### src/core/acrb_pkg.sv
// Shared constants and types for the gain-control register bank.
// Assumes AXI4-Lite with 32-bit data and one word per register.
package acrb_pkg;

    localparam int ADDR_W = 12;
    localparam int DATA_W = 32;

    // Register indices; byte address is four times the index
    localparam logic [9:0] IDX_LEFT_GAIN  = 10'h05d;
    localparam logic [9:0] IDX_EN_TGT     = 10'h05e;
    localparam logic [9:0] IDX_HYST_NOISE = 10'h05f;
    localparam logic [9:0] IDX_MAX_GAIN   = 10'h060;

    localparam logic [7:0] RST_LEFT_GAIN  = 8'h00;
    localparam logic [7:0] RST_EN_TGT     = 8'h00;
    localparam logic [7:0] RST_HYST_NOISE = 8'h00;
    localparam logic [7:0] RST_MAX_GAIN   = 8'h7f;

    // Field positions
    localparam int EN_BIT     = 7;
    localparam int TGT_LSB    = 4;
    localparam int GHYST_LSB  = 0;
    localparam int LHYST_LSB  = 6;
    localparam int NOISE_LSB  = 1;
    localparam int MAXG_LSB   = 0;

    // Gain limits in signed half-dB steps
    localparam logic [7:0] GAIN_MIN   = 8'he8;
    localparam logic [7:0] GAIN_MAX   = 8'h74;
    localparam logic [6:0] MAXG_LIMIT = 7'h74;

    localparam logic [1:0] RESP_OKAY   = 2'h0;
    localparam logic [1:0] RESP_SLVERR = 2'h2;

    typedef struct packed {
        logic       enable;
        logic [2:0] target;
        logic [1:0] gain_hyst;
        logic [1:0] level_hyst;
        logic [4:0] noise_thr;
        logic [6:0] max_gain;
    } acrb_cfg_t;

    localparam acrb_cfg_t CFG_RESET = '{
        enable:     RST_EN_TGT[EN_BIT],
        target:     RST_EN_TGT[TGT_LSB +: 3],
        gain_hyst:  RST_EN_TGT[GHYST_LSB +: 2],
        level_hyst: RST_HYST_NOISE[LHYST_LSB +: 2],
        noise_thr:  RST_HYST_NOISE[NOISE_LSB +: 5],
        max_gain:   RST_MAX_GAIN[MAXG_LSB +: 7]
    };

    function automatic logic acrb_hit(input logic [ADDR_W-1:0] a, input logic [9:0] idx);
        return (a[1:0] == 2'h0) && (a[ADDR_W-1:2] == idx);
    endfunction

    function automatic logic acrb_mapped(input logic [ADDR_W-1:0] a);
        return acrb_hit(a, IDX_LEFT_GAIN) || acrb_hit(a, IDX_EN_TGT) ||
               acrb_hit(a, IDX_HYST_NOISE) || acrb_hit(a, IDX_MAX_GAIN);
    endfunction

    // Codes above the limit act as the limit
    function automatic logic [6:0] acrb_max_eff(input logic [6:0] code);
        return (code >= MAXG_LIMIT) ? MAXG_LIMIT : code;
    endfunction

endpackage

### src/core/acrb_regbank.sv
// Gain-control register bank: left applied-gain readback and right channel
// configuration, reached as an AXI4-Lite slave.
// Assumes one clock, synchronous active-low reset, and a gain datapath that
// presents its requested gains every cycle.
//
// How it works
// - Left applied gain reads as signed half-dB, -12 dB up to +58 dB.
// - Left gain readback ignores writes and reads zero after reset.
// - Control byte one bit 7 enables gain control; cleared at reset.
// - Bits 6..4 pick one of eight target levels, -5.5 to -24 dBFS.
// - Bits 1..0 pick gain hysteresis: off, 0.5, 1.0 or 1.5 dB.
// - Control byte two bits 7..6 pick hysteresis 1, 2, 4 dB or off.
// - Bits 5..1 set noise threshold from -30 dB; zero disables gate.
// - Seven-bit maximum gain, half-dB steps, saturates at 58 dB, resets ones.
`timescale 1ns/10ps
module acrb_regbank
    import acrb_pkg::*;
(
    input  logic              aclk,
    input  logic              aresetn,
    input  logic [ADDR_W-1:0] s_axi_awaddr,
    input  logic              s_axi_awvalid,
    output logic              s_axi_awready,
    input  logic [DATA_W-1:0] s_axi_wdata,
    input  logic [3:0]        s_axi_wstrb,
    input  logic              s_axi_wvalid,
    output logic              s_axi_wready,
    output logic [1:0]        s_axi_bresp,
    output logic              s_axi_bvalid,
    input  logic              s_axi_bready,
    input  logic [ADDR_W-1:0] s_axi_araddr,
    input  logic              s_axi_arvalid,
    output logic              s_axi_arready,
    output logic [DATA_W-1:0] s_axi_rdata,
    output logic [1:0]        s_axi_rresp,
    output logic              s_axi_rvalid,
    input  logic              s_axi_rready,
    input  logic [7:0]        left_gain_in,
    input  logic [7:0]        right_gain_req,
    output acrb_cfg_t         right_cfg,
    output logic [7:0]        right_gain_applied,
    output logic              right_noise_gate_on
);

    logic              awready_q;
    logic              aw_hold_q;
    logic              aw_hold_d;
    logic [ADDR_W-1:0] aw_addr_q;
    logic              wready_q;
    logic              w_hold_q;
    logic              w_hold_d;
    logic [7:0]        w_byte_q;
    logic              w_lane_q;
    logic              bvalid_q;
    logic [1:0]        bresp_q;
    logic              b_done;
    logic              wr_go;
    logic              wr_byte;
    logic              arready_q;
    logic              rvalid_q;
    logic [DATA_W-1:0] rdata_q;
    logic [1:0]        rresp_q;
    logic              ar_take;
    acrb_cfg_t         cfg_q;
    logic [7:0]        left_gain_q;
    logic [7:0]        left_clamped;
    logic [7:0]        right_hi;
    logic [7:0]        right_clamped;
    logic [7:0]        right_gain_q;
    logic              noise_on_q;

    assign s_axi_awready       = awready_q;
    assign s_axi_wready        = wready_q;
    assign s_axi_bvalid        = bvalid_q;
    assign s_axi_bresp         = bresp_q;
    assign s_axi_arready       = arready_q;
    assign s_axi_rvalid        = rvalid_q;
    assign s_axi_rdata         = rdata_q;
    assign s_axi_rresp         = rresp_q;
    assign right_cfg           = cfg_q;
    assign right_gain_applied  = right_gain_q;
    assign right_noise_gate_on = noise_on_q;

    // Address and data taken in either order, held until the response is taken
    assign b_done  = bvalid_q && s_axi_bready;
    assign wr_go   = aw_hold_q && w_hold_q && !bvalid_q;
    assign wr_byte = wr_go && w_lane_q;
    assign ar_take = s_axi_arvalid && arready_q;

    always_comb begin
        aw_hold_d = aw_hold_q;
        if (s_axi_awvalid && awready_q) begin
            aw_hold_d = 1'b1;
        end else if (b_done) begin
            aw_hold_d = 1'b0;
        end
    end

    always_comb begin
        w_hold_d = w_hold_q;
        if (s_axi_wvalid && wready_q) begin
            w_hold_d = 1'b1;
        end else if (b_done) begin
            w_hold_d = 1'b0;
        end
    end

    always_ff @(posedge aclk) begin
        if (!aresetn) begin
            aw_hold_q <= 1'b0;
            awready_q <= 1'b0;
            aw_addr_q <= '0;
        end else begin
            aw_hold_q <= aw_hold_d;
            awready_q <= !aw_hold_d;
            if (s_axi_awvalid && awready_q) begin
                aw_addr_q <= s_axi_awaddr;
            end
        end
    end

    // Only the low byte lane carries register data
    always_ff @(posedge aclk) begin
        if (!aresetn) begin
            w_hold_q <= 1'b0;
            wready_q <= 1'b0;
            w_byte_q <= 8'h00;
            w_lane_q <= 1'b0;
        end else begin
            w_hold_q <= w_hold_d;
            wready_q <= !w_hold_d;
            if (s_axi_wvalid && wready_q) begin
                w_byte_q <= s_axi_wdata[7:0];
                w_lane_q <= s_axi_wstrb[0];
            end
        end
    end

    always_ff @(posedge aclk) begin
        if (!aresetn) begin
            bvalid_q <= 1'b0;
            bresp_q  <= RESP_OKAY;
        end else if (wr_go) begin
            bvalid_q <= 1'b1;
            bresp_q  <= acrb_mapped(aw_addr_q) ? RESP_OKAY : RESP_SLVERR;
        end else if (b_done) begin
            bvalid_q <= 1'b0;
        end
    end

    // Reserved bits are never stored, so they read zero whatever is written
    always_ff @(posedge aclk) begin
        if (!aresetn) begin
            cfg_q <= CFG_RESET;
        end else if (wr_byte) begin
            if (acrb_hit(aw_addr_q, IDX_EN_TGT)) begin
                cfg_q.enable    <= w_byte_q[EN_BIT];
                cfg_q.target    <= w_byte_q[TGT_LSB +: 3];
                cfg_q.gain_hyst <= w_byte_q[GHYST_LSB +: 2];
            end
            if (acrb_hit(aw_addr_q, IDX_HYST_NOISE)) begin
                cfg_q.level_hyst <= w_byte_q[LHYST_LSB +: 2];
                cfg_q.noise_thr  <= w_byte_q[NOISE_LSB +: 5];
            end
            if (acrb_hit(aw_addr_q, IDX_MAX_GAIN)) begin
                cfg_q.max_gain <= w_byte_q[MAXG_LSB +: 7];
            end
        end
    end

    function automatic logic [7:0] rd_byte(input logic [ADDR_W-1:0] a);
        logic [7:0] v;
        v = 8'h00;
        if (acrb_hit(a, IDX_LEFT_GAIN)) begin
            v = left_gain_q;
        end else if (acrb_hit(a, IDX_EN_TGT)) begin
            v[EN_BIT]            = cfg_q.enable;
            v[TGT_LSB +: 3]      = cfg_q.target;
            v[GHYST_LSB +: 2]    = cfg_q.gain_hyst;
        end else if (acrb_hit(a, IDX_HYST_NOISE)) begin
            v[LHYST_LSB +: 2]    = cfg_q.level_hyst;
            v[NOISE_LSB +: 5]    = cfg_q.noise_thr;
        end else if (acrb_hit(a, IDX_MAX_GAIN)) begin
            v[MAXG_LSB +: 7]     = cfg_q.max_gain;
        end
        return v;
    endfunction

    // Answer one cycle after the address is taken; unmapped reads give zero
    always_ff @(posedge aclk) begin
        if (!aresetn) begin
            arready_q <= 1'b0;
            rvalid_q  <= 1'b0;
            rdata_q   <= '0;
            rresp_q   <= RESP_OKAY;
        end else if (ar_take) begin
            arready_q <= 1'b0;
            rvalid_q  <= 1'b1;
            rdata_q   <= {24'h000000, rd_byte(s_axi_araddr)};
            rresp_q   <= acrb_mapped(s_axi_araddr) ? RESP_OKAY : RESP_SLVERR;
        end else if (rvalid_q && s_axi_rready) begin
            rvalid_q  <= 1'b0;
            arready_q <= 1'b1;
        end else if (!rvalid_q) begin
            arready_q <= 1'b1;
        end
    end

    // Readback follows the datapath only, never the bus
    acrb_gain_limit u_left_limit (
        .req  (left_gain_in),
        .lo   (GAIN_MIN),
        .hi   (GAIN_MAX),
        .gain (left_clamped)
    );

    always_ff @(posedge aclk) begin
        if (!aresetn) begin
            left_gain_q <= RST_LEFT_GAIN;
        end else begin
            left_gain_q <= left_clamped;
        end
    end

    // Ceiling drops to the programmed maximum only while enabled
    assign right_hi = cfg_q.enable ? {1'b0, acrb_max_eff(cfg_q.max_gain)} : GAIN_MAX;

    acrb_gain_limit u_right_limit (
        .req  (right_gain_req),
        .lo   (GAIN_MIN),
        .hi   (right_hi),
        .gain (right_clamped)
    );

    always_ff @(posedge aclk) begin
        if (!aresetn) begin
            right_gain_q <= 8'h00;
        end else begin
            right_gain_q <= right_clamped;
        end
    end

    always_ff @(posedge aclk) begin
        if (!aresetn) begin
            noise_on_q <= 1'b0;
        end else begin
            noise_on_q <= cfg_q.enable && (cfg_q.noise_thr != 5'h00);
        end
    end
endmodule // acrb_regbank

### src/core/acrb_gain_limit.sv
// Signed gain clamp between a lower and an upper bound.
// Assumes lo is not above hi; purely combinational.
`timescale 1ns/10ps
module acrb_gain_limit
    import acrb_pkg::*;
(
    input  logic [7:0] req,
    input  logic [7:0] lo,
    input  logic [7:0] hi,
    output logic [7:0] gain
);

    always_comb begin
        if ($signed(req) > $signed(hi)) begin
            gain = hi;
        end else if ($signed(req) < $signed(lo)) begin
            gain = lo;
        end else begin
            gain = req;
        end
    end

endmodule // acrb_gain_limit

### config.mk
export PLATFORM = sky130hd
export DESIGN_NAME = acrb_regbank
export DESIGN_NICKNAME = d
export VERILOG_FILES = /design/src/core/acrb_pkg.sv /design/src/core/acrb_regbank.sv /design/src/core/acrb_gain_limit.sv
export SDC_FILE = /design/constraint.sdc
export NUM_CORES = 1
export LEC_CHECK = 0
export BUFFER_PORTS_ARGS = -buffer_cell sky130_fd_sc_hd__buf_2
export CELL_PAD_IN_SITES_DETAIL_PLACEMENT = 0
export CELL_PAD_IN_SITES_GLOBAL_PLACEMENT = 1
export CORE_AREA = 3 3 114 116
export DETAILED_ROUTE_END_ITERATION = 8
export DIE_AREA = 0 0 117 119
export GPL_TIMING_DRIVEN = 1
export PLACE_DENSITY = 0.77
export REMOVE_ABC_BUFFERS = 1
export SYNTH_ARGS = -nofsm -noshare
export SYNTH_HDL_FRONTEND = slang
export SYNTH_SLANG_ARGS = --single-unit
### constraint.sdc
create_clock -name aclk -period 2.79 [get_ports aclk]
set_input_delay 0.1395 -clock aclk [delete_from_list [all_inputs] [get_ports aclk]]
set_output_delay 0.1395 -clock aclk [all_outputs]
set_load 0.01 [all_outputs]
==> results.yml, run 1 <==
floorplanning:
  rows: 40
  dieWidth_um: 117
  start_util_pct: 29.8
  ioPinCount: 153
  die_area_um2: 13900
  dieHeight_um: 119
  coreArea_um2: 12000
clock_tree:
  tritoncts: "done"
  postCtsHoldBufs: 0
  path_clk_slew_ns: 0.06
  clock_latency_ns: 0.34
  cts-resized-gates: 0
  post_cts_buffers: 0
  numClockSinks: 75
  ctsHtreeMaxLevel: 3
  cts-buffers-inserted: 9
  root_buffer: "clkbuf_16"
  clockBufferDepth: 2
power_and_ir_drop:
  p_int_uw: 1820
  vdd_drop_max_mv: 0.303
  net-switching-power_uw: 632
  p_seq_share_pct: 46.5
  swShare_pct: 25.8
  pwr-share-clk_pct: 43.7
  powerDensity_nw_per_um2: 558
  comb_power_share_pct: 9.8
  leakage_uw: 0.00183
global_route:
  grt_usage_pct: 13.7
  grt_pass1_vias: 3024
  grt_pass1_wl_um: 15100
  antenna_found_initial: 0
  grt_max_degree: 48
  overflow: 0
critical_path:
  cp_slowest_cell: "dfxtp_1"
  r2r_slack_ns: 0.38
  cp-startpoint: "right_cfg[4]$_SDFFE_PN1P_"
  cp.depth: 8
  crit_path_end: "right_gain_applied[4]$_SDFF_PN0_"
  required_ns: 3.01
  crit_buf_inv: 1
  worstPathCellList: "nand3_1 > and3_1 > inv_1 > ha_1 > and4_1 > a41o_1 > a31oi_4 > mux2_1"
  startpoint_type: "register"
  r2r-start: "right_cfg[4]$_SDFFE_PN1P_"
  cp-end-kind: "register"
  path_delay_family: "compound AO/OA/AOI/OAI gates"
  worstSetupPathType: "reg2reg"
  crit_arrival_ns: 2.63
  slowest_delay_ns: 0.47
  rr_endpoint: "right_gain_applied[4]$_SDFF_PN0_"
  crit_path_max_fanout: 8
  reg2reg_depth: 8
placement:
  post-dp-hpwl_um: 7260
  place_congestion: 0.835
  portBuffers: 99
  dpl_cell_area_um2: 4120
timing:
  max_freq_mhz: 416
  post-route-period-util_pct: 86.3
  hold_viol: 0
  min_period_ns: 2.41
  rsz0062_at_grt: "false"
  finalSetupViolCount: 0
  slew_headroom_pct: 54.3
  fin_setup_tns_ns: 0
  slew_viol_final: 0
  fin_worst_skew_ns: 0.0111
  worst_pin_slew_ns: 0.684
layout:
  nFillCells: 1276
  layout_common_cells: "buf_2 (99), dfxtp_1 (75), nand2_1 (71)"
  n_antenna_cell: 0
  drive_above_1_share_pct: 25.4
  fin_nets: 602
  fin_area_um2: 4390
  area_delta_synth_final_pct: 22.6
  final_common_cell: "buf_2"
route:
  routed_wirelength_um: 9530
  num_vias: 3209
  drt_pass1_iterations: 5
  drt_iter0_drc: 149
  detail_route.vias_per_cell: 4.85
  ant_nets: 0
  drcViolationCount: 0
  wl_per_cell_um: 14.4
synthesis:
  ys_seq_area_share_pct: 41.9
  synth_edf_count: 0
  synthArstFlopShare_pct: 0
  netlist.top_cell.by_area: "dfxtp_1"
  ys_types: 53
  synthCells: 415
  synth_top_area_share_pct: 41.9
  ys_seq_elements: 75
  synth_area_leaders: "dfxtp_1 (42%), nand2_1 (7.4%), buf_4 (5.4%)"
  synth_area_per_cell_um2: 8.64
  synth.cell_area_um2: 3580
  ys_warn_count: 0
  ys.flop_type: "dfxtp_1"
run:
  maxCapViolCount: 0
worst_hold_path:
  min_path_type: "in2reg"
outcome:
  status: "finished, final reports clean"
-- final cells by class --
cell class	instances	area (µm²)	share of cell area, %
Clock buffer	10	229	5.21
Clock inverter	6	47.5	1.08
Inverter	11	41.3	0.940
Multi-Input combinational cell	312	1880	42.8
Sequential cell	75	1500	34.2
Tap cell	147	184	4.19
Timing Repair Buffer	101	510	11.6
-- flip-flops by register name (all words and copies together), names as in the netlist, 8 cells and up --
| register | count |
|---|---|
| aw_addr_q | 12 |
| left_gain_q | 8 |
| right_cfg | 20 |
| right_gain_applied | 8 |
| s_axi_rdata | 8 |
| w_byte_q | 8 |
-- metrics by stage --
stage	cells	total power, µW	hold slack, ns	setup WS [ns]	utilization (%)
5_1_grt	662	2550	0.0365	0.250	36.6
3_5_place_dp	646	1410	0.387	0.385	34.3
3_3_place_gp	646	1400	0.383	0.421	34.3
4_1_cts	662	2480	0.0269	0.390	36.6
6_report	662	2450	0.0367	0.384	36.6
2_1_floorplan	398	1290	0.211	0.592	-
-- cell usage after synthesis, types with 4 or more instances --
master,n
a21oi_1,37
a31oi_1,8
and2_1,6
buf_4,26
clkbuf_1,14
dfxtp_1,75
ha_1,9
inv_1,10
mux2i_1,16
nand2_1,71
nand2b_1,7
nand3_1,27
nor2_1,23
nor2b_1,4
o21ai_0,16
-- metal layers --
metal	vias up	share of wire, %	GRT usage, %
li1	1606	-	-
met1	1477	45	18.2
met2	113	45	21.4
met3	13	8.0	4.17
met4	0	1.4	3.94
met5	-	0	0
-- worst register-to-register path: stages (launching register included) --
cell and delay (ns):
dfxtp_1 0.47, nand3_1 0.13, and3_1 0.22, inv_1 0.06, ha_1 0.23, and4_1 0.21
a41o_1 0.30, a31oi_4 0.33, mux2_1 0.35
-- power groups by stage --
stage / Sequential (µW) / Combinational (µW) / Clock (µW)
after global placement: 1160 / 237 / 0
after global routing: 1150 / 273 / 1130
after detailed placement: 1160 / 241 / 0
after CTS: 1140 / 242 / 1100
final: 1140 / 240 / 1070
after floorplan: 1170 / 121 / 0
-- worst min path at each step --
| stage | startpoint | to | slack [ns] | cells past startpoint |
|---|---|---|---|---|
| after floorplan | aresetn | right_cfg[0]$_SDFFE_PN1P_ | 0.21 | 1 |
| after global placement | s_axi_awaddr[10] | aw_addr_q[10]$_SDFFE_PN0P_ | 0.38 | 3 |
| after detailed placement | s_axi_awaddr[11] | aw_addr_q[11]$_SDFFE_PN0P_ | 0.39 | 3 |
| after CTS | s_axi_awaddr[11] | aw_addr_q[11]$_SDFFE_PN0P_ | 0.03 | 3 |
| after global routing | s_axi_awaddr[9] | aw_addr_q[9]$_SDFFE_PN0P_ | 0.04 | 3 |
| final | s_axi_awaddr[11] | aw_addr_q[11]$_SDFFE_PN0P_ | 0.04 | 3 |
-- cell families (layout without fill, tap and decap cells) --
group                    after synthesis  after routing  share of synthesized area (%)
buffers and inverters                 53            128                           8.27
other                                  1             26                          0.105
adder cells (fa/ha/maj)                9              9                           3.14
AO/OA/AOI/OAI                         85             85                           15.0
AND/OR/NAND/NOR                      172            172                           25.8
multiplexers                          20             20                           5.72
flip-flops                            75             75                           41.9
No activity file was read; power rests on OpenSTA's default activity.
==> inputs of run 2 (changes only) <==
Settings changed: ABC_AREA from default to 1, CORE_AREA 3 3 114 116 to 3 3 116 118, DIE_AREA 0 0 117 119 to 0 0 119 121, PLACE_DENSITY 0.77 to 0.8.
==> run 2 against run 1 <==
Net effect:
- fmax rose by 4.3%
- worst hold slack improved by 0.00068 ns
- combinational power rose by 8%
- sequential power barely moved
- critical endpoint unchanged
- die area rose by 3.4%
==> results.yml, run 2 <==
layout:
  multiInputGateArea_um2: 1770
  area_delta_synth_final_pct: 21.6
  final_cell_count_no_fill: 797
  layout_common_cells: "buf_2 (99), nand2_1 (92), dfxtp_1 (75)"
  largest_reg_flops: 20
  fin_area_um2: 4550
  nFillCells: 1350
  drive_above_1_share_pct: 22.4
  n_antenna_cell: 0
  fin_nets: 713
  final_common_cell: "buf_2"
  seq_area_um2: 1500
placement:
  place_congestion: 0.823
  portBuffers: 99
  post-dp-hpwl_um: 7500
  dpl_cell_area_um2: 4280
  dp.cells: 782
timing:
  min_period_ns: 2.31
  rsz0062_at_grt: "false"
  hold_viol: 0
  finalSetupViolCount: 0
  worst_pin_slew_ns: 0.633
  fin_setup_tns_ns: 0
  max_freq_mhz: 433
  slew_viol_final: 0
  fin_worst_skew_ns: 0.00602
  post-route-period-util_pct: 82.7
  hold_slack_ns: 0.0373
  slew_headroom_pct: 57.7
synthesis:
  synthArstFlopShare_pct: 0
  synth_top_area_share_pct: 40.1
  synth_top_cells_by_count: "nand2_1 (92), dfxtp_1 (75), inv_1 (73)"
  netlist.top_cell.by_area: "dfxtp_1"
  synth.cell_area_um2: 3740
  synth_area_per_cell_um2: 7.10
  ys_seq_area_share_pct: 40.1
  synth_area_leaders: "dfxtp_1 (40%), nand2_1 (9.2%), inv_1 (7.3%)"
  ys_warn_count: 0
  synth_edf_count: 0
  ys.flop_type: "dfxtp_1"
  ys_seq_elements: 75
  ys_types: 36
  synthCells: 527
  yosysMostFrequentCell: "nand2_1"
floorplanning:
  start_util_pct: 29.8
  dieHeight_um: 121
  dieWidth_um: 119
  coreArea_um2: 12600
  ioPinCount: 153
  die_area_um2: 14400
  rows: 41
critical_path:
  crit_path_max_fanout: 9
  cp-startpoint: "right_cfg[6]$_SDFFE_PN1P_"
  worstSetupPathType: "reg2reg"
  startpoint_type: "register"
  required_ns: 3.00
  r2r-start: "right_cfg[6]$_SDFFE_PN1P_"
  crit_arrival_ns: 2.52
  cp-end-kind: "register"
global_route:
  grt_pass1_wl_um: 15500
  grt_max_degree: 56
  antenna_found_initial: 0
  overflow: 0
  grt_pass1_vias: 3216
  grt_usage_pct: 13.4
power_and_ir_drop:
  vdd_drop_max_mv: 0.234
  net-switching-power_uw: 627
  p_seq_share_pct: 46.6
  swShare_pct: 25.5
  comb_power_share_pct: 10.6
  pwr-share-clk_pct: 42.9
  p_int_uw: 1830
  leakage_uw: 0.00226
  powerDensity_nw_per_um2: 541
  power_uw: 2460
route:
  drt_iter0_drc: 153
  drcViolationCount: 0
  drt_pass1_iterations: 4
  num_vias: 3467
  detail_route.vias_per_cell: 4.35
  ant_nets: 0
  wl_per_cell_um: 11.8
  routed_wirelength_um: 9440
clock_tree:
  clockBufferDepth: 2
  root_buffer: "clkbuf_16"
  cts-resized-gates: 0
  path_clk_slew_ns: 0.06
  cts-buffers-inserted: 9
  clock_latency_ns: 0.33
  postCtsHoldBufs: 0
  post_cts_buffers: 0
  tritoncts: "done"
  numClockSinks: 75
  ctsHtreeMaxLevel: 3
outcome:
  status: "finished, final reports clean"
run:
  maxCapViolCount: 0
worst_hold_path:
  worstHoldStart: "left_gain_in[1]"
  min_path_type: "in2reg"
run 2: changes by cell type in the layout (fill, tap and decap cells not counted), moves of 16 or more:
cell,delta
mux2i_1,-16
nor2_1,+36
o21ai_0,+27
inv_1,+63
nand2_1,+21
run 2: worst max-delay path, stage by stage, from the launching register on:
cell and delay (ns):
dfxtp_1 0.44, nand3_1 0.10, o21bai_1 0.21, nand3_1 0.12, inv_1 0.05, ha_1 0.25
and3_1 0.16, a21oi_1 0.38, buf_4 0.25, nand3_1 0.08, nand2_1 0.09, nor2_1 0.05
run 2: worst paths after layout:
path | slack [ns] | depth (start not counted) | end
setup / recovery | 0.48 | 11 | right_gain_applied[4]$_SDFF_PN0_
hold / removal | 0.04 | 3 | left_gain_q[1]$_SDFF_PP0_
setup reg to reg | 0.48 | 11 | right_gain_applied[4]$_SDFF_PN0_
hold reg to reg | 0.45 | 2 | s_axi_rdata[1]$_SDFFE_PN0P_
run 2: stage by stage:
step                setup WS (ns)  util, %
floorplan                   0.639        -
global placement            0.561     34.1
detailed placement          0.489     34.1
CTS                         0.471     36.2
global route                0.254     36.2
finish                      0.482     36.2
run 2: cell type report:
type | count | area share (%)
sequential | 75 | 33.0
clock inverter | 5 | 0.660
tap | 172 | 4.73
multi-input combinational | 359 | 38.9
inverter | 75 | 6.19
timing repair buffer | 101 | 11.2
clock buffer | 10 | 5.25
run 2: routing by layer:
layer	vias up	track usage, %	share of wire (%)
li1	1836	-	-
met1	1523	17.7	47
met2	92	20.9	45
met3	16	3.03	6.0
met4	0	5.94	2.0
met5	-	0	0
run 2: power by group through the flow:
stage	Clock (µW)	Sequential, µW	Combinational [µW]
5_1_grt	1130	1150	302
3_5_place_dp	0	1170	262
2_1_floorplan	0	1170	148
6_report	1050	1150	260
3_3_place_gp	0	1170	257
4_1_cts	1090	1150	263
run 2: cell families after synthesis:
group,count (synthesis),share of synthesized area (%)
adders and majority gates,9,3.01
DFF,75,40.1
AOI/OAI and AO/OA,114,17.1
other,1,0.100
buffers and inverters,118,15.0
and+or+nand+nor,210,24.6
